### src/cts_pkg.sv
/*
 * Shared constants for the charger tuning/status register pair: register
 * offsets, field positions, reset values, indicator codes, timing and the
 * serial slave state type.
 * Assumes a single 50 MHz clock domain.
 */
package cts_pkg;

    localparam logic [7:0] DETECT_STATUS_ADDR = 8'h0E;
    localparam logic [7:0] TUNING_CTRL_ADDR   = 8'h0F;

    localparam int DETECT_DONE_BIT = 7;
    localparam int TRIM_MSB        = 7;
    localparam int TRIM_LSB        = 6;
    localparam int TRICKLE_BIT     = 4;
    localparam int IND_MSB         = 3;
    localparam int IND_LSB         = 2;
    localparam int OFFSET_MSB      = 1;
    localparam int OFFSET_LSB      = 0;

    localparam logic [7:0] TUNING_CTRL_RESET = 8'h00;
    localparam logic       DETECT_DONE_RESET = 1'b0;

    localparam logic [1:0] IND_OFF         = 2'h0;
    localparam logic [1:0] IND_ON          = 2'h1;
    localparam logic [1:0] IND_BLINK_EVEN  = 2'h2;
    localparam logic [1:0] IND_BLINK_LONG  = 2'h3;
    localparam logic [1:0] IND_FUNC_ACTIVE = 2'h1;

    localparam int CLK_HZ            = 50_000_000;
    localparam int BLINK_STEP_MS     = 1000;
    localparam int BLINK_STEP_CYCLES = CLK_HZ / 1000 * BLINK_STEP_MS;

    // value is arbitrary
    localparam logic [6:0] SLAVE_ADDR_DEFAULT = 7'h2A;

    typedef enum logic [2:0] {
        CTS_IDLE  = 3'b000,
        CTS_ADDR  = 3'b001,
        CTS_ACK   = 3'b010,
        CTS_ACKH  = 3'b011,
        CTS_RXB   = 3'b100,
        CTS_TXB   = 3'b101,
        CTS_TXACK = 3'b110
    } cts_i2c_state_t;

endpackage

### src/cts_i2c_slave.sv
/*
 * Two-wire serial slave: address match, register pointer, write with
 * auto-increment, read with auto-increment.
 * Assumes scl/sda already synchronous to clk; sda is open-drain, driven
 * low while sda_oe is high.
 */
`timescale 1ns/1ps
module cts_i2c_slave
    import cts_pkg::*;
#(
    parameter logic [6:0] SLAVE_ADDR = SLAVE_ADDR_DEFAULT
) (
    input  wire logic       clk,
    input  wire logic       rst_n,
    input  wire logic       scl_in,
    input  wire logic       sda_in,
    output logic            sda_oe,
    output logic            wr_pulse,
    output logic [7:0]      wr_addr,
    output logic [7:0]      wr_data,
    output logic [7:0]      rd_addr,
    input  wire logic [7:0] rd_data
);
    cts_i2c_state_t state_reg;
    logic           scl_prev_reg;
    logic           sda_prev_reg;
    logic [7:0]     shift_reg;
    logic [2:0]     bit_reg;
    logic           rw_reg;
    logic           have_ptr_reg;
    logic [7:0]     ptr_reg;
    logic           scl_rise;
    logic           scl_fall;
    logic           start_seen;
    logic           stop_seen;
    logic [7:0]     byte_in;

    assign scl_rise   = scl_in & ~scl_prev_reg;
    assign scl_fall   = ~scl_in & scl_prev_reg;
    assign start_seen = scl_in & scl_prev_reg & sda_prev_reg & ~sda_in;
    assign stop_seen  = scl_in & scl_prev_reg & ~sda_prev_reg & sda_in;
    assign byte_in    = {shift_reg[6:0], sda_in};
    assign rd_addr    = ptr_reg;

    // history resets to the idle bus level so no false edge follows reset
    always_ff @(posedge clk or negedge rst_n) begin
        if (!rst_n) begin
            scl_prev_reg <= 1'b1;
            sda_prev_reg <= 1'b1;
        end else begin
            scl_prev_reg <= scl_in;
            sda_prev_reg <= sda_in;
        end
    end

    always_ff @(posedge clk or negedge rst_n) begin
        if (!rst_n) begin
            state_reg    <= CTS_IDLE;
            shift_reg    <= 8'h00;
            bit_reg      <= 3'h0;
            rw_reg       <= 1'b0;
            have_ptr_reg <= 1'b0;
            ptr_reg      <= 8'h00;
            sda_oe       <= 1'b0;
            wr_pulse     <= 1'b0;
            wr_addr      <= 8'h00;
            wr_data      <= 8'h00;
        end else begin
            wr_pulse <= 1'b0;
            if (start_seen) begin
                state_reg    <= CTS_ADDR;
                bit_reg      <= 3'h0;
                have_ptr_reg <= 1'b0;
                sda_oe       <= 1'b0;
            end else if (stop_seen) begin
                state_reg <= CTS_IDLE;
                sda_oe    <= 1'b0;
            end else begin
                case (state_reg)
                    CTS_ADDR, CTS_RXB: begin
                        if (scl_rise) begin
                            shift_reg <= byte_in;
                            bit_reg   <= bit_reg + 3'h1;
                            if (bit_reg == 3'h7) begin
                                if (state_reg == CTS_ADDR) begin
                                    rw_reg    <= sda_in;
                                    state_reg <= (shift_reg[6:0] == SLAVE_ADDR) ? CTS_ACK
                                                                                : CTS_IDLE;
                                end else begin
                                    state_reg <= CTS_ACK;
                                    if (!have_ptr_reg) begin
                                        ptr_reg      <= byte_in;
                                        have_ptr_reg <= 1'b1;
                                    end else begin
                                        wr_pulse <= 1'b1;
                                        wr_addr  <= ptr_reg;
                                        wr_data  <= byte_in;
                                        ptr_reg  <= ptr_reg + 8'h01;
                                    end
                                end
                            end
                        end
                    end
                    CTS_ACK: begin
                        if (scl_fall) begin
                            sda_oe    <= 1'b1;
                            state_reg <= CTS_ACKH;
                        end
                    end
                    CTS_ACKH: begin
                        if (scl_fall) begin
                            bit_reg <= 3'h0;
                            if (rw_reg) begin
                                shift_reg <= rd_data;
                                sda_oe    <= ~rd_data[7];
                                state_reg <= CTS_TXB;
                            end else begin
                                sda_oe    <= 1'b0;
                                state_reg <= CTS_RXB;
                            end
                        end
                    end
                    CTS_TXB: begin
                        if (scl_fall) begin
                            bit_reg   <= bit_reg + 3'h1;
                            shift_reg <= {shift_reg[6:0], 1'b0};
                            if (bit_reg == 3'h7) begin
                                sda_oe    <= 1'b0;
                                state_reg <= CTS_TXACK;
                            end else begin
                                sda_oe <= ~shift_reg[6];
                            end
                        end
                    end
                    CTS_TXACK: begin
                        if (scl_rise) begin
                            if (sda_in) begin
                                state_reg <= CTS_IDLE;
                            end else begin
                                ptr_reg   <= ptr_reg + 8'h01;
                                state_reg <= CTS_ACKH;
                            end
                        end
                    end
                    default: begin
                        state_reg <= CTS_IDLE;
                    end
                endcase
            end
        end
    end
endmodule

### src/cts_regs.sv
/*
 * Charger tuning and detection status registers behind the two-wire serial
 * port, with the charge indicator pin driver and its blink timer.
 * Assumes all inputs synchronous to clk; event inputs are one-cycle pulses
 * from the detection, reset-command and watchdog logic elsewhere.
 */
// What this block does
// the detection-status flag in bit 7 is set when input-source detection completes.
// bits 6 to 0 of the detection-status register are reserved, read as zero, ignore writes.
// the trim field in bits 7:6 selects no change, plus 8 mV, minus 8 mV or minus 16 mV.
// bit 4 selects trickle current, 0 for 90 mA and 1 for 30 mA.
// bits 3:2 set the indicator pin to off, low, 1 s on 1 s off, or 1 s on 3 s off.
// the indicator field acts only while the indicator function select holds 01.
// bits 1:0 select the input-limit offset of 3.9 V, 5.9 V, 7.5 V or 10.5 V.
// the settings register powers up zero, clears on reset command or watchdog, offset only on reset command.
`timescale 1ns/1ps
module cts_regs
    import cts_pkg::*;
#(
    parameter logic [6:0] SLAVE_ADDR  = SLAVE_ADDR_DEFAULT,
    parameter int         STEP_CYCLES = BLINK_STEP_CYCLES
) (
    input  wire logic       clk,
    input  wire logic       rst_n,
    input  wire logic       scl_in,
    input  wire logic       sda_in,
    output logic            sda_out,
    output logic            sda_oe,
    input  wire logic       detection_start,
    input  wire logic       source_detect_complete,
    input  wire logic       register_reset_cmd,
    input  wire logic       watchdog_expired,
    input  wire logic [1:0] indicator_function_select,
    output logic [1:0]      charge_voltage_trim,
    output logic            trickle_current_select,
    output logic [1:0]      input_limit_offset,
    output logic            indicator_out,
    output logic            indicator_oe
);
    if (STEP_CYCLES < 2) begin : g_step_check
        $error("STEP_CYCLES must be at least 2");
    end

    logic        detect_done_reg;
    logic [7:0]  ctrl_reg;
    logic        wr_pulse;
    logic [7:0]  wr_addr;
    logic [7:0]  wr_data;
    logic [7:0]  rd_addr;
    logic [7:0]  rd_data;
    logic        slave_oe;
    logic [31:0] step_reg;
    logic [1:0]  phase_reg;
    logic [1:0]  ind_mode;
    logic        ind_lit;

    cts_i2c_slave #(
        .SLAVE_ADDR (SLAVE_ADDR)
    ) u_slave (
        .clk      (clk),
        .rst_n    (rst_n),
        .scl_in   (scl_in),
        .sda_in   (sda_in),
        .sda_oe   (slave_oe),
        .wr_pulse (wr_pulse),
        .wr_addr  (wr_addr),
        .wr_data  (wr_data),
        .rd_addr  (rd_addr),
        .rd_data  (rd_data)
    );

    // open-drain data line: the level driven is always low
    always_ff @(posedge clk or negedge rst_n) begin
        if (!rst_n) begin
            sda_out <= 1'b0;
        end else begin
            sda_out <= 1'b0;
        end
    end
    assign sda_oe = slave_oe;

    // a new detection run clears the flag; completion in the same cycle wins
    always_ff @(posedge clk or negedge rst_n) begin
        if (!rst_n) begin
            detect_done_reg <= DETECT_DONE_RESET;
        end else if (source_detect_complete) begin
            detect_done_reg <= 1'b1;
        end else if (detection_start) begin
            detect_done_reg <= 1'b0;
        end
    end

    // reset sources override a write landing in the same cycle
    always_ff @(posedge clk or negedge rst_n) begin
        if (!rst_n) begin
            ctrl_reg <= TUNING_CTRL_RESET;
        end else if (register_reset_cmd) begin
            ctrl_reg <= TUNING_CTRL_RESET;
        end else if (watchdog_expired) begin
            ctrl_reg[7:2] <= TUNING_CTRL_RESET[7:2];
        end else if (wr_pulse && wr_addr == TUNING_CTRL_ADDR) begin
            ctrl_reg <= wr_data;
        end
    end

    // status register low bits read zero; writes to it are dropped above
    always_comb begin
        rd_data = 8'h00;
        case (rd_addr)
            DETECT_STATUS_ADDR: rd_data = {detect_done_reg, 7'h00};
            TUNING_CTRL_ADDR:   rd_data = ctrl_reg;
            default:            rd_data = 8'h00;
        endcase
    end

    always_ff @(posedge clk or negedge rst_n) begin
        if (!rst_n) begin
            charge_voltage_trim    <= TUNING_CTRL_RESET[TRIM_MSB:TRIM_LSB];
            trickle_current_select <= TUNING_CTRL_RESET[TRICKLE_BIT];
            input_limit_offset     <= TUNING_CTRL_RESET[OFFSET_MSB:OFFSET_LSB];
        end else begin
            charge_voltage_trim    <= ctrl_reg[TRIM_MSB:TRIM_LSB];
            trickle_current_select <= ctrl_reg[TRICKLE_BIT];
            input_limit_offset     <= ctrl_reg[OFFSET_MSB:OFFSET_LSB];
        end
    end

    assign ind_mode = ctrl_reg[IND_MSB:IND_LSB];

    // one-second step timer; held in reset outside blink modes so a blink entered
    // from off or on opens with a full on second; a switch between blink modes keeps the phase
    always_ff @(posedge clk or negedge rst_n) begin
        if (!rst_n) begin
            step_reg  <= 32'h0000_0000;
            phase_reg <= 2'h0;
        end else if (ind_mode == IND_OFF || ind_mode == IND_ON) begin
            step_reg  <= 32'h0000_0000;
            phase_reg <= 2'h0;
        end else if (step_reg == 32'(STEP_CYCLES - 1)) begin
            step_reg  <= 32'h0000_0000;
            phase_reg <= phase_reg + 2'h1;
        end else begin
            step_reg <= step_reg + 32'h0000_0001;
        end
    end

    always_comb begin
        case (ind_mode)
            IND_ON:         ind_lit = 1'b1;
            IND_BLINK_EVEN: ind_lit = ~phase_reg[0];
            IND_BLINK_LONG: ind_lit = (phase_reg == 2'h0);
            default:        ind_lit = 1'b0;
        endcase
    end

    // outside the active function select the pin is released
    always_ff @(posedge clk or negedge rst_n) begin
        if (!rst_n) begin
            indicator_out <= 1'b0;
            indicator_oe  <= 1'b0;
        end else begin
            indicator_out <= 1'b0;
            indicator_oe  <= ind_lit && (indicator_function_select == IND_FUNC_ACTIVE);
        end
    end

    detect_set_a: assert property (
        @(posedge clk) disable iff (!rst_n)
        source_detect_complete |=> detect_done_reg ##0 rd_data[7] || rd_addr != DETECT_STATUS_ADDR)
        else $error("detection flag not set after completion");

    reserved_zero_a: assert property (
        @(posedge clk) disable iff (!rst_n)
        rd_addr == DETECT_STATUS_ADDR |-> rd_data[6:0] == 7'h00 && rd_data[7] == detect_done_reg)
        else $error("status reserved bits not zero");

    trim_output_a: assert property (
        @(posedge clk) disable iff (!rst_n)
        wr_pulse && wr_addr == TUNING_CTRL_ADDR && !register_reset_cmd && !watchdog_expired
        |=> ##1 charge_voltage_trim == $past(wr_data[7:6], 2))
        else $error("trim output does not follow write");

    trickle_output_a: assert property (
        @(posedge clk) disable iff (!rst_n)
        ##1 trickle_current_select == $past(ctrl_reg[4]))
        else $error("trickle select output mismatch");

    led_steady_a: assert property (
        @(posedge clk) disable iff (!rst_n)
        (ind_mode == IND_ON && indicator_function_select == 2'h1) [*2] |-> indicator_oe)
        else $error("indicator not held low in on mode");

    led_gate_a: assert property (
        @(posedge clk) disable iff (!rst_n)
        indicator_function_select != 2'h1 |=> !indicator_oe)
        else $error("indicator driven while function not selected");

    offset_output_a: assert property (
        @(posedge clk) disable iff (!rst_n)
        ##1 input_limit_offset == $past(ctrl_reg[1:0]))
        else $error("offset output mismatch");

    wdog_keeps_a: assert property (
        @(posedge clk) disable iff (!rst_n)
        watchdog_expired && !register_reset_cmd
        |=> ctrl_reg[7:2] == 6'h00 && ctrl_reg[1:0] == $past(ctrl_reg[1:0]))
        else $error("watchdog clear wrong");

    regrst_clear_a: assert property (
        @(posedge clk) disable iff (!rst_n)
        register_reset_cmd |=> ctrl_reg == 8'h00 ##1 input_limit_offset == 2'h0)
        else $error("reset command did not clear settings");

    detect_clear_a: assert property (
        @(posedge clk) disable iff (!rst_n)
        detection_start && !source_detect_complete |=> !detect_done_reg)
        else $error("detection flag not cleared by a new run");

    status_ro_a: assert property (
        @(posedge clk) disable iff (!rst_n)
        wr_pulse && wr_addr == DETECT_STATUS_ADDR && !source_detect_complete && !detection_start
        |=> detect_done_reg == $past(detect_done_reg))
        else $error("status register changed by a write");

    blink_long_a: assert property (
        @(posedge clk) disable iff (!rst_n)
        ind_mode == IND_BLINK_LONG && phase_reg != 2'h0 |=> !indicator_oe)
        else $error("indicator lit in a dark step of the long blink");

    blink_step_a: assert property (
        @(posedge clk) disable iff (!rst_n)
        ind_mode == IND_BLINK_EVEN && step_reg != 32'(STEP_CYCLES - 1)
        |=> phase_reg == $past(phase_reg))
        else $error("blink step ended early");

    blink_on_a: assert property (
        @(posedge clk) disable iff (!rst_n)
        ind_mode != IND_OFF && ind_mode != IND_ON && phase_reg == 2'h0
        && indicator_function_select == IND_FUNC_ACTIVE |=> indicator_oe)
        else $error("indicator dark in the opening blink step");
endmodule

### config.mk
export PLATFORM = sky130hd
export DESIGN_NAME = cts_regs
export DESIGN_NICKNAME = d
export VERILOG_FILES = /design/src/cts_pkg.sv /design/src/cts_i2c_slave.sv /design/src/cts_regs.sv
export SDC_FILE = /design/constraint.sdc
export NUM_CORES = 1
export LEC_CHECK = 0
export ABC_AREA = 1
export BUFFER_PORTS_ARGS = -buffer_cell sky130_fd_sc_hd__buf_2
export CORE_MARGIN = 10
export CORE_UTILIZATION = 50
export DETAILED_ROUTE_END_ITERATION = 7
export GPL_TIMING_DRIVEN = 0
export PLACE_DENSITY = 0.79
export SETUP_SLACK_MARGIN = 0.3
export SLEW_MARGIN = 15
export SYNTH_ARGS = -nofsm -noshare
export SYNTH_HDL_FRONTEND = slang
export SYNTH_SLANG_ARGS = --single-unit
### constraint.sdc
create_clock -name clk -period 2.9 [get_ports clk]
set_input_delay 0.58 -clock clk [delete_from_list [all_inputs] [get_ports clk]]
set_output_delay 0.58 -clock clk [all_outputs]
set_load 0.01 [all_outputs]
== Yosys cells after proc, flatten, opt, wreduce, memory -nomap -nowiden ==
Cells that the tools add are included.
Word-level totals
  logic and storage cells: 170
  bits in registers: 92
  input bits: 10
  output and inout port bits: 9
Cells by class
  reduce and logical (&&, ||, !) cells: 26
  add/sub/neg operators: 4
  eq/ne operators: 37
  bitwise operators: 17
  mux-type cells: 65
Operators by type and width (count)
  32-bit 2-to-1 mux: 2
  8-bit 2-to-1 mux: 8
  3-bit 2-to-1 mux: 15
  32-bit by 1-bit adder with 32-bit output, second input constant: 1
  32-bit by 26-bit == test with 1-bit output, second input constant: 1
  8-bit one-hot mux with 2 select lines: 2
  7-bit 2-to-1 mux: 4
  4-bit by 1-bit inequality test with 1-bit output, second input constant: 7
  8-bit by 4-bit == test with 1-bit output, second input constant: 3
  1-bit 2-to-1 mux: 23
  7-bit one-hot mux with 3 select lines: 1
  7-bit AND reduction: 3
  2-bit by 1-bit inequality test with 1-bit output, second input constant: 8
  3-bit one-hot mux with 5 select lines: 1
  2-bit nonzero test: 7
  3-bit == test, second input constant: 4
  2-bit 2-to-1 mux: 5
  1-bit inverter: 10
  5-bit AND reduction: 2
  3-bit by 1-bit inequality test with 1-bit output, second input constant: 3
  3-bit one-hot mux with 3 select lines: 1
  8-bit by 1-bit adder with 8-bit output, second input constant: 1
  8-bit AND reduction: 1
  1-bit bitwise AND: 7
  other kinds (20): 29

== Depth between registers and ports, before layout ==
Gate-level depths: netlist of run 1.
  word-level depth: 8
  mapped depth: 11
  mapped depth without buffers: 10

== Hierarchy ==
Synthesis of run 1 repeated with hierarchy kept, for this count alone.
Second synthesis, totals
  cells, all modules: 684
  area, all modules: 5067.4 um^2
Modules (own cells, without submodules)
  cts_regs: area each 2717.6 um^2, sequential area each 1226.2 um^2, instances 1, cells an instance 382
  cts_i2c_slave: area each 2349.8 um^2, sequential area each 1078.5 um^2, instances 1, cells an instance 302

== Worst setup path before layout of run 1 ==
No wires, ideal clock.
  path kind: input to register
  start point: input scl_in
  end point: register u_slave.ptr_reg[3] (netlist: u_slave.rd_addr[3])
  path slack: 1.409 ns
  buffers on the path: 1
  data required time: 2.826 ns
  arrival time: 1.417 ns
  stages on the path: 8
  setup time: 0.074 ns
  cells stage by stage: nand2_2 -> nor3_4 -> nor2_2 -> nand2_2 -> nor2_4 -> buf_12 -> nand2_2 -> o21ai_2
Between the ends
  word-level cells in the longest chain between the ends: 5
  elaborated cells between the ends (all ways): 11
  those cells by class: eq/ne (2); bitwise (8); reduce/logical (1)
Ends and longest elaborated chain
  start, declared: RTL line cts_regs.sv:25  | input wire logic scl_in,
  1-bit bitwise AND: RTL line cts_i2c_slave.sv:40, cts_i2c_slave.sv:41
  1-bit bitwise AND (on tied branches) (2 in series): RTL line cts_i2c_slave.sv:40, cts_i2c_slave.sv:41
  1-bit inverter (no line)
  8-bit AND reduction (no line) *
  end signal, assigned: RTL line cts_i2c_slave.sv:92  | ptr_reg <= byte_in;
  end signal, assigned: RTL line cts_i2c_slave.sv:98  | ptr_reg <= ptr_reg + 8'h01;
  end signal, assigned: RTL line cts_i2c_slave.sv:140  | ptr_reg <= ptr_reg + 8'h01;
  end, declared: RTL line cts_i2c_slave.sv:31  | logic [7:0] ptr_reg;
Every way passes the cells marked *; elsewhere a longest branch is shown, timed or not.
A chain may end at the register's enable or synchronous reset.

== Final worst setup path of run 1 ==
  start point: register u_slave.bit_reg[0]
  end point: register u_slave.wr_addr[6]
Between the ends
  word-level cells in the longest chain between the ends: 2
Ends and longest elaborated chain
  start, declared: RTL line cts_i2c_slave.sv:28  | logic [2:0] bit_reg;
  start signal, assigned: RTL line cts_i2c_slave.sv:83  | bit_reg <= bit_reg + 3'h1;
  start signal, assigned: RTL line cts_i2c_slave.sv:125  | bit_reg <= bit_reg + 3'h1;
  3-bit == test: RTL line cts_i2c_slave.sv:84  | if (bit_reg == 3'h7) begin
  7-bit AND reduction (no line)
  end signal, assigned: RTL line cts_i2c_slave.sv:96  | wr_addr <= ptr_reg;
  end, declared: RTL line cts_i2c_slave.sv:19  | output logic [7:0] wr_addr,
No other way between the ends.

==> impl_metrics.ini, run 1 <==
[outcome]
status = finished, final reports clean

[routing]
drc = 0
wl_per_cell_um = 13.23
vias_per_cell = 5.151
first_iter_violations = 385
routed_wirelength_mm = 11.44
drt-pass1-iter-count = 7
antenna_left = 0
num_vias = 4456

[worst_setup_path]
crit_chain = ha_1, ha_1, inv_1, nor3_2, nand2_1, clkbuf_1, nand2_1, o21ai_0
max_stage_delay_ns = 0.41
critPathRequiredTime_ns = 3.20
cp-start-kind = flip-flop
cp_num_buf_inv = 2
crit_type = flip-flop to flip-flop
path_max_fanout = 10
cp_top_family = buffers and inverters
critPathCaptureType = flip-flop
worstPathArrival_ns = 2.08
slowest_stage = dfrtp_1

[timing]
slew_viol_final = 0
tns_ns = 0
setup_viol = 0
holdWs_ns = 0.1312
rsz0062_at_grt = false
max-slew-margin-rel_pct = 65.26
skew_ns = 0.01550
worst_pin_slew_ns = 0.5211
finalCritPeriodShare_pct = 61.47
hold_violations = 0
timing.fmax_mhz = 561.0
period_needed_ns = 1.783

[clock_network]
postCtsSetupRepairBufs = 0
clock_path_buffers = 2
cts_tree = yes
clock_sinks = 92
ctsResizeCount = 0
clkTransAtPathRegs_ns = 0.10
cts_buffers = 9
h-tree-depth = 3
ctsHoldBuffers = 0
cts-root-buf = clkbuf_8
insertion_delay_ns = 0.38

[logic_synthesis]
synth_cell_types = 39
ys_async_sr_fraction_pct = 100.0
syn_area_um2 = 5164
yosysMostFrequentCell = nand2_1
syn_inst = 695
ys_top_cells_by_count = nand2_1, nor2_1, dfrtp_1
ys_seq_area_share_pct = 44.63
ys.flop_type = dfrtp_1
ys_seq_elements = 92
synth.area.top_cells = dfrtp_1, nand2_1, nor2_1
synth_warnings = 0
synth_top_area_share_pct = 43.62
synth_top_area_cell = dfrtp_1
synth_edf_count = 0
syn_area_per_cell_um2 = 7.430

[grt]
grt-ovfl-total = 0
grt_pass1_wl_mm = 20.04
grt_usage_pct = 16.35
grt_max_degree = 63
grt_pass1_vias = 4441
antenna_found_initial = 0

[cells_and_area]
final_core_util_pct = 55.37
area_growth_pct = 9.208
fin_area_um2 = 5639
drive_above_1_share_pct = 12.48
nets = 740
largest_register_ffs = 32
n_antenna_cell = 0

[floorplan]
die_width_um = 121.6
num_rows = 37
io_pins = 19
die_y_um = 121.6
start_util_pct = 50.70
dieArea_um2 = 14790
core_area_um2 = 10180

[job]
maxCapViolCount = 0

[placement]
gp_congestion = 0.9343
portBuffers = 16
dp_hpwl_mm = 8.676
placed_area_um2 = 5448

[power_and_ir_drop]
p_per_area_nw_per_um2 = 476.5
leakage_nw = 2.647
worst_ir_drop_vdd_mv = 0.3403

[worst_hold_path]
worst_hold_path_type = primary input to asynchronous set/reset pin
[area by class of cell]
| class | instances | area (µm²) |
|---|---|---|
| Clock buffer | 9 | 123.9 |
| Fill cell | 945 | 4546 |
| Multi-Input combinational cell | 507 | 2465 |
| Inverter | 84 | 315.3 |
| Tap cell | 136 | 170.2 |
| Sequential cell | 92 | 2305 |
| Buffer | 13 | 82.58 |
| Timing Repair Buffer | 17 | 110.1 |
| Clock inverter | 7 | 67.56 |
[metal layers]
metal  GRT usage, %  vias to the layer above  wire [µm]
met5              0                        -          0
met4          6.632                        0        258
met3          3.145                       22        411
met2          29.40                       86       5977
met1          18.61                     2107       4794
li1               -                     2241          -
[per-stage QoR]
| step | total power [W] | instances | worst slack [ns] |
|---|---|---|---|
| final | 0.002687 | 865 | 1.117 |
| after global routing | 0.002833 | 865 | 0.9211 |
| after CTS | 0.002699 | 865 | 1.106 |
| after detailed placement | 0.001876 | 849 | 1.002 |
| after global placement | 0.001851 | 848 | 0.4320 |
| after floorplan | 0.001744 | 696 | 1.409 |
[worst reg2reg max path, stage by stage (launching register included)]
cell and delay (ns):
dfrtp_1 0.41, ha_1 0.21, ha_1 0.20, inv_1 0.14
nor3_2 0.07, nand2_1 0.13, clkbuf_1 0.36, nand2_1 0.09
o21ai_0 0.09
[cell families after synthesis]
group,Yosys count,share of synthesized area (%)
AOI/OAI and AO/OA,40,4.507
xor gates and xnor gates,14,2.375
adders and majority gates,6,1.454
buffers and inverters,97,7.705
DFF,92,44.63
other,1,0.07262
and+or+nand+nor,445,39.25
[final timing paths]
path | startpoint | to | slack, ns | cells past startpoint
max | u_slave.bit_reg[0]$_DFFE_PN0P_ | u_slave.wr_addr[6]$_DFFE_PN0P_ | 1.12 | 8
min | rst_n | step_reg[22]$_DFF_PN0_ | 0.13 | 1
max reg2reg | u_slave.bit_reg[0]$_DFFE_PN0P_ | u_slave.wr_addr[6]$_DFFE_PN0P_ | 1.12 | 8
min reg2reg | ctrl_reg[6]$_DFFE_PN0P_ | charge_voltage_trim[0]$_DFF_PN0_ | 0.43 | 0
max in group asynchronous | rst_n | u_slave.scl_prev_reg$_DFF_PN1_ | 2.08 | 2
min in group clk | scl_in | u_slave.scl_prev_reg$_DFF_PN1_ | 0.32 | 1
[cell usage in the layout (no fill, tap or decap), types with 2 or more instances in the layout]
| master | count |
|---|---|
| inv_2 | 6 |
| inv_1 | 78 |
| nand3_1 | 66 |
| dfrtp_1 | 90 |
| nand2_1 | 218 |
| nor2_2 | 4 |
| xnor2_1 | 5 |
| buf_2 | 17 |
| a21oi_1 | 7 |
| o21ai_2 | 7 |
| inv_6 | 3 |
| dfstp_2 | 2 |
| clkbuf_1 | 5 |
| conb_1 | 2 |
| ha_1 | 6 |
| o21ai_1 | 7 |
| clkinv_4 | 2 |
| nand2_4 | 2 |
| nand4_1 | 12 |
| nor3b_1 | 3 |
| nor2_1 | 94 |
| or2_2 | 2 |
| clkbuf_8 | 9 |
| nor3_1 | 12 |
| nand3_2 | 5 |
| nor3_4 | 2 |
| xor2_1 | 9 |
| nor2_4 | 8 |
| o21ai_0 | 16 |
| nand2_2 | 10 |
| buf_4 | 5 |
| o21bai_1 | 2 |
[report_power, final]
group / switching [W] / internal (W)
clock: 0.000506 / 0.000331
sequential: 0.0000919 / 0.00136
combinational: 0.000254 / 0.000142
Note: power is estimated with default switching activity, not from simulation.
==> run 2: changes to the inputs <==
Settings changed: ABC_AREA 1 to 0.
Clock period 2.9 ns to 1.86 ns, I/O delays scaled along.
==> run 2 against run 1 <==
Core utilization increased by 21 points; design area increased by 25%; die area decreased by 6.0%; final cell count decreased by 18%; clock-buffer cell count increased by 1; routed wire length increased by 47%; first-iteration DRC count decreased by 8.3%; sequential share of layout area decreased by 8.0 points.
==> impl_metrics.ini, run 2 <==
[grt]
grt_usage_pct = 20.32
grt_max_degree = 60
grt_pass1_vias = 4600
antenna_found_initial = 0
grt-ovfl-total = 0
grt_pass1_wl_mm = 23.20

[cells_and_area]
final_common_cell = dfrtp_1
largest_register_ffs = 32
final_core_util_pct = 75.89
nets = 590
area_growth_pct = 46.95
n_antenna_cell = 0
drive_above_1_share_pct = 51.47
multi_input_area_um2 = 3045
n_fill_cell = 515
regArea_um2 = 2318
final_cell_mix = dfrtp_1, buf_4, buf_6

[power_and_ir_drop]
p_seq_share_pct = 51.4
comb_power_share_pct = 6.8
worst_ir_drop_vdd_mv = 0.4357
pwr-share-clk_pct = 41.8
p_per_area_nw_per_um2 = 580.0
leakage_nw = 3.058
internal-power_w = 0.003119
switching_share_pct = 23.66
p_switching_w = 0.0009669

[worst_setup_path]
crit_chain = buf_6, and3b_1, o21a_1, o221ai_4, buf_12, mux2_4
critPathRequiredTime_ns = 2.11
path_max_fanout = 7
slowest_stage = dfstp_2
max_stage_delay_ns = 0.63
crit_type = flip-flop to flip-flop
cp_top_family = flip-flops
crit_path_start = u_slave.scl_prev_reg$_DFF_PN1_
cp_num_buf_inv = 2
critPathCaptureType = flip-flop
r2r-start = u_slave.scl_prev_reg$_DFF_PN1_
cp-start-kind = flip-flop
reg2reg_slack_ns = 0.01
worstPathArrival_ns = 2.10

[clock_network]
insertion_delay_ns = 0.38
clock_sinks = 92
h-tree-depth = 3
cts_tree = yes
clock_path_buffers = 2
clkTransAtPathRegs_ns = 0.10
cts_buffers = 9
cts-root-buf = clkbuf_8

[logic_synthesis]
synth.area.top_cells = dfrtp_1, a21oi_1, mux2_2
ys_seq_elements = 92
ys_top_cells_by_count = dfrtp_1, a21oi_1, nor2_1
synth_top_family_by_area = simple AND/OR/NAND/NOR gates
syn_area_um2 = 4795
syn_inst = 456
synth_warnings = 0
synth_compound_area_share_pct = 15.29
synth_edf_count = 0
ys_async_sr_fraction_pct = 100.0
synth_simple_gate_area_share_pct = 20.72
yosysMostFrequentCell = dfrtp_1
synth_top_area_share_pct = 46.97
synthAdderAreaFrac_pct = 1.566
synth_top_area_cell = dfrtp_1
synthMuxAreaShare_pct = 7.620
syn_area_per_cell_um2 = 10.51
ys.flop_type = dfrtp_1
ys_seq_area_share_pct = 48.07
synth_cell_types = 70
synth_xor_area_share_pct = 2.192

[timing]
finalCritPeriodShare_pct = 99.44
holdWs_ns = 0.1287
period_needed_ns = 1.849
timing.fmax_mhz = 540.7
slew_viol_final = 0
tns_ns = 0
hold_violations = 0
setup_ws_ns = 0.01050
skew_ns = 0.01948
rsz0062_at_grt = true
setup_viol = 0

[job]
maxCapViolCount = 0

[routing]
drc = 0
wl_per_cell_um = 23.75
drt-pass1-iter-count = 5
num_vias = 4673
vias_per_cell = 6.600
routed_wirelength_mm = 16.81
antenna_left = 0
first_iter_violations = 353

[worst_hold_path]
hold_start = scl_in
worst_hold_path_type = primary input to flip-flop

[placement]
dp_slack_ns = -0.03844
dp_hpwl_mm = 7.446
portBuffers = 16
gp_congestion = 0.8836

[floorplan]
start_util_pct = 51.64
dieArea_um2 = 13910
core_area_um2 = 9284
die_y_um = 117.9
num_rows = 35
io_pins = 19
die_width_um = 117.9

[outcome]
status = finished, final reports clean
## run 2: power by group through the flow
stage               registers, W  clock network (W)  logic, W
finish                   0.00210            0.00171  0.000277
CTS                      0.00209            0.00170  0.000247
detailed placement       0.00213                  0  0.000222
floorplan                0.00211                  0  0.000139
global route             0.00210            0.00179  0.000302
global placement         0.00212                  0  0.000205
## run 2: worst register-to-register path, cell delays in order (launching register included)
cell,delay [ns]
dfstp_2,0.63
buf_6,0.13
and3b_1,0.19
o21a_1,0.19
o221ai_4,0.12
buf_12,0.16
mux2_4,0.30
## run 2: layout make-up
| cell class | instances | share of cell area, % |
|---|---|---|
| multi-input combinational | 326 | 43.22 |
| sequential | 92 | 32.91 |
| timing repair buffer | 104 | 13.00 |
| buffer | 26 | 4.102 |
| tap | 129 | 2.291 |
| clock buffer | 10 | 1.953 |
| clock inverter | 6 | 1.652 |
| inverter | 15 | 0.8702 |
## run 2: per-layer routing
metal	share of wire, %	GRT usage (%)
met5	0	0
met1	36	21.32
met2	52	35.63
met4	5.7	13.83
met3	6.9	4.365
## run 2: cells by family after synthesis
logic type               count (synthesis)
AND/OR/NAND/NOR                        158
AO/OA/AOI/OAI                          112
flip-flops                              92
buffers and inverters                   41
multiplexers                            34
XOR/XNOR                                12
adder cells (fa/ha/maj)                  6
other                                    1
## run 2: path summary, 6_finish.rpt
check | to | cells past startpoint
min reg2reg | input_limit_offset[1]$_DFF_PN0_ | 0
max | u_slave.shift_reg[4]$_DFFE_PN0P_ | 6
max in group asynchronous | step_reg[11]$_DFF_PN0_ | 3
max reg2reg | u_slave.shift_reg[4]$_DFFE_PN0P_ | 6
min | u_slave.scl_prev_reg$_DFF_PN1_ | 1
min in group asynchronous | u_slave.rd_addr[4]$_DFFE_PN0P_ | 2
## run 2: metrics by stage
| step | cell area [µm²] | power (W) | instances |
|---|---|---|---|
| after global routing | 7046 | 0.004198 | 708 |
| after CTS | 6405 | 0.004032 | 688 |
| after floorplan | 4925 | 0.002245 | 457 |
| after detailed placement | 5196 | 0.002350 | 603 |
| after global placement | 5166 | 0.002329 | 602 |
| final | 7046 | 0.004086 | 708 |
## run 2: what timing repair did
item / 4_1_cts / 5_1_grt
resized for setup: 98 / 124
cloned: 9 / 1
pin swaps: 45 / 25
endpoints found under the setup margin: 78 / 81
hold buffers: 1 / 0
hold endpoints to repair: 31 / 0
setup buffers: 59 / 19
==> run 3: changes to the inputs <==
--- a/constraint.sdc
+++ b/constraint.sdc
@@ -3,2 +3,2 @@
 set_output_delay 0.372 -clock clk [all_outputs]
-set_load 0.01 [all_outputs]
+set_load 0.1 [all_outputs]
==> run 3 against run 2 <==
Via count grew 0.11%; design area is essentially flat; total power grew 0.42%; clock power is essentially flat; critical path depth shrank 1; sequential share of layout area is essentially flat; die area is the same; fmax shrank 0.30%; register-to-register slack is essentially flat; critical endpoint is now u_slave.wr_addr[5]$_DFFE_PN0P_; largest power group unchanged; highest routed layer unchanged.
==> impl_metrics.ini, run 3 (synthesis gave the netlist of run 2 again) <==
[clock_network]
clkTransAtPathRegs_ns = 0.10
insertion_delay_ns = 0.38
cts_tree = yes
cts_buffers = 9
cts-root-buf = clkbuf_8
clock_path_buffers = 2
clock_sinks = 92
h-tree-depth = 3

[cells_and_area]
largest_register_ffs = 32
area_growth_pct = 47.00
n_antenna_cell = 0
drive_above_1_share_pct = 51.47
multi_input_area_um2 = 3045
regArea_um2 = 2318
n_fill_cell = 513
final_common_cell = dfrtp_1
final_cell_mix = dfrtp_1, buf_4, buf_6
final_core_util_pct = 75.92
nets = 590

[timing]
timing.fmax_mhz = 539.1
tns_ns = 0
setup_viol = 0
finalCritPeriodShare_pct = 99.74
holdWs_ns = 0.1280
setup_ws_ns = 0.004916
hold_violations = 0
skew_ns = 0.01950
slew_viol_final = 0
period_needed_ns = 1.855
rsz0062_at_grt = true

[grt]
antenna_found_initial = 0
grt_pass1_vias = 4600
grt_max_degree = 60
grt-ovfl-total = 0
grt_pass1_wl_mm = 23.20
grt_usage_pct = 20.32

[worst_setup_path]
r2r-start = u_slave.state_reg[0]$_DFFE_PN0P_
max_stage_delay_ns = 0.50
path_max_fanout = 7
slowest_stage = dfrtp_2
crit_type = flip-flop to flip-flop
worst-r2r-cell-count = 5
cp_num_buf_inv = 2
critPathRequiredTime_ns = 2.13
cp_top_family = flip-flops
reg2reg_slack_ns = 0.005
cp-start-kind = flip-flop
r2r-end = u_slave.wr_addr[5]$_DFFE_PN0P_
critPathCaptureType = flip-flop
crit_chain = nor3b_4, buf_4, nand4_1, clkbuf_8, mux2_4
worstPathArrival_ns = 2.12

[placement]
dp_slack_ns = -0.03844
portBuffers = 16
gp_congestion = 0.8836
dp_hpwl_mm = 7.446

[routing]
wl_per_cell_um = 23.76
num_vias = 4678
drt-pass1-iter-count = 5
first_iter_violations = 354
antenna_left = 0
routed_wirelength_mm = 16.82
vias_per_cell = 6.607
drc = 0

[power_and_ir_drop]
worst_ir_drop_vdd_mv = 0.4359
leakage_nw = 3.057
power.total_w = 0.004103
p_per_area_nw_per_um2 = 582.2

[floorplan]
die_width_um = 117.9
num_rows = 35
io_pins = 19
core_area_um2 = 9284
dieArea_um2 = 13910
die_y_um = 117.9
start_util_pct = 51.64

[worst_hold_path]
hold_depth = 1
hold_end = u_slave.scl_prev_reg$_DFF_PN1_
hold_start = scl_in
worst_hold_path_type = primary input to flip-flop

[job]
maxCapViolCount = 0

[outcome]
status = finished, final reports clean
## run 3: layout make-up
class / count / share of cell area [%]
flip-flops and latches: 92 / 32.90
clock buffers: 10 / 1.953
repair buffers: 104 / 13.03
clock inverters: 6 / 1.651
well taps: 129 / 2.290
multi-input cells: 326 / 43.21
plain buffers: 26 / 4.101
inverters: 15 / 0.8699
## run 3: per-stage QoR
| step | cells | cell area (µm²) |
|---|---|---|
| 6_report | 708 | 7048 |
| 5_1_grt | 708 | 7048 |
| 4_1_cts | 688 | 6405 |
| 3_5_place_dp | 603 | 5196 |
| 3_3_place_gp | 602 | 5166 |
| 2_1_floorplan | 457 | 4925 |
## run 3: worst max-delay path by stage
stage,from,endpoint,depth (start not counted)
finish,u_slave.state_reg[0]$_DFFE_PN0P_,u_slave.wr_addr[5]$_DFFE_PN0P_,5
global route,u_slave.rd_addr[1]$_DFFE_PN0P_,u_slave.shift_reg[4]$_DFFE_PN0P_,5
CTS,u_slave.scl_prev_reg$_DFF_PN1_,u_slave.shift_reg[4]$_DFFE_PN0P_,5
detailed placement,scl_in,u_slave.shift_reg[3]$_DFFE_PN0P_,6
global placement,rst_n,step_reg[11]$_DFF_PN0_,1
floorplan,step_reg[0]$_DFF_PN0_,step_reg[26]$_DFF_PN0_,6
## run 3: worst reg2reg max path, stage by stage (launching register included)
cell and delay [ns]:
dfrtp_2 0.50, nor3b_4 0.27, buf_4 0.17, nand4_1 0.23, clkbuf_8 0.27, mux2_4 0.31
## run 3: timing repair
item | in CTS | in global routing
setup endpoints to repair | 78 | 82
hold buffers | 1 | 0
hold endpoints to repair | 31 | 0
pin swaps | 45 | 25
gates resized for setup | 98 | 125
setup buffers | 59 | 19
cloned | 9 | 1
## run 3: per-layer routing
metal | wire (µm) | share of wire, % | global-route usage (%) | up-vias
met5 | 0 | 0 | 0 | -
met4 | 979 | 5.8 | 13.83 | 0
met3 | 1200 | 7.1 | 4.365 | 104
met2 | 8668 | 52 | 35.63 | 326
met1 | 5974 | 36 | 21.32 | 2307
li1 | - | - | - | 1941
## run 3: power by group
part / leakage, nW / internal [W] / switching [W]
Combinational: 1.69 / 0.000138 / 0.000155
Sequential: 1.24 / 0.00204 / 0.0000627
Clock: 0.128 / 0.000944 / 0.000766
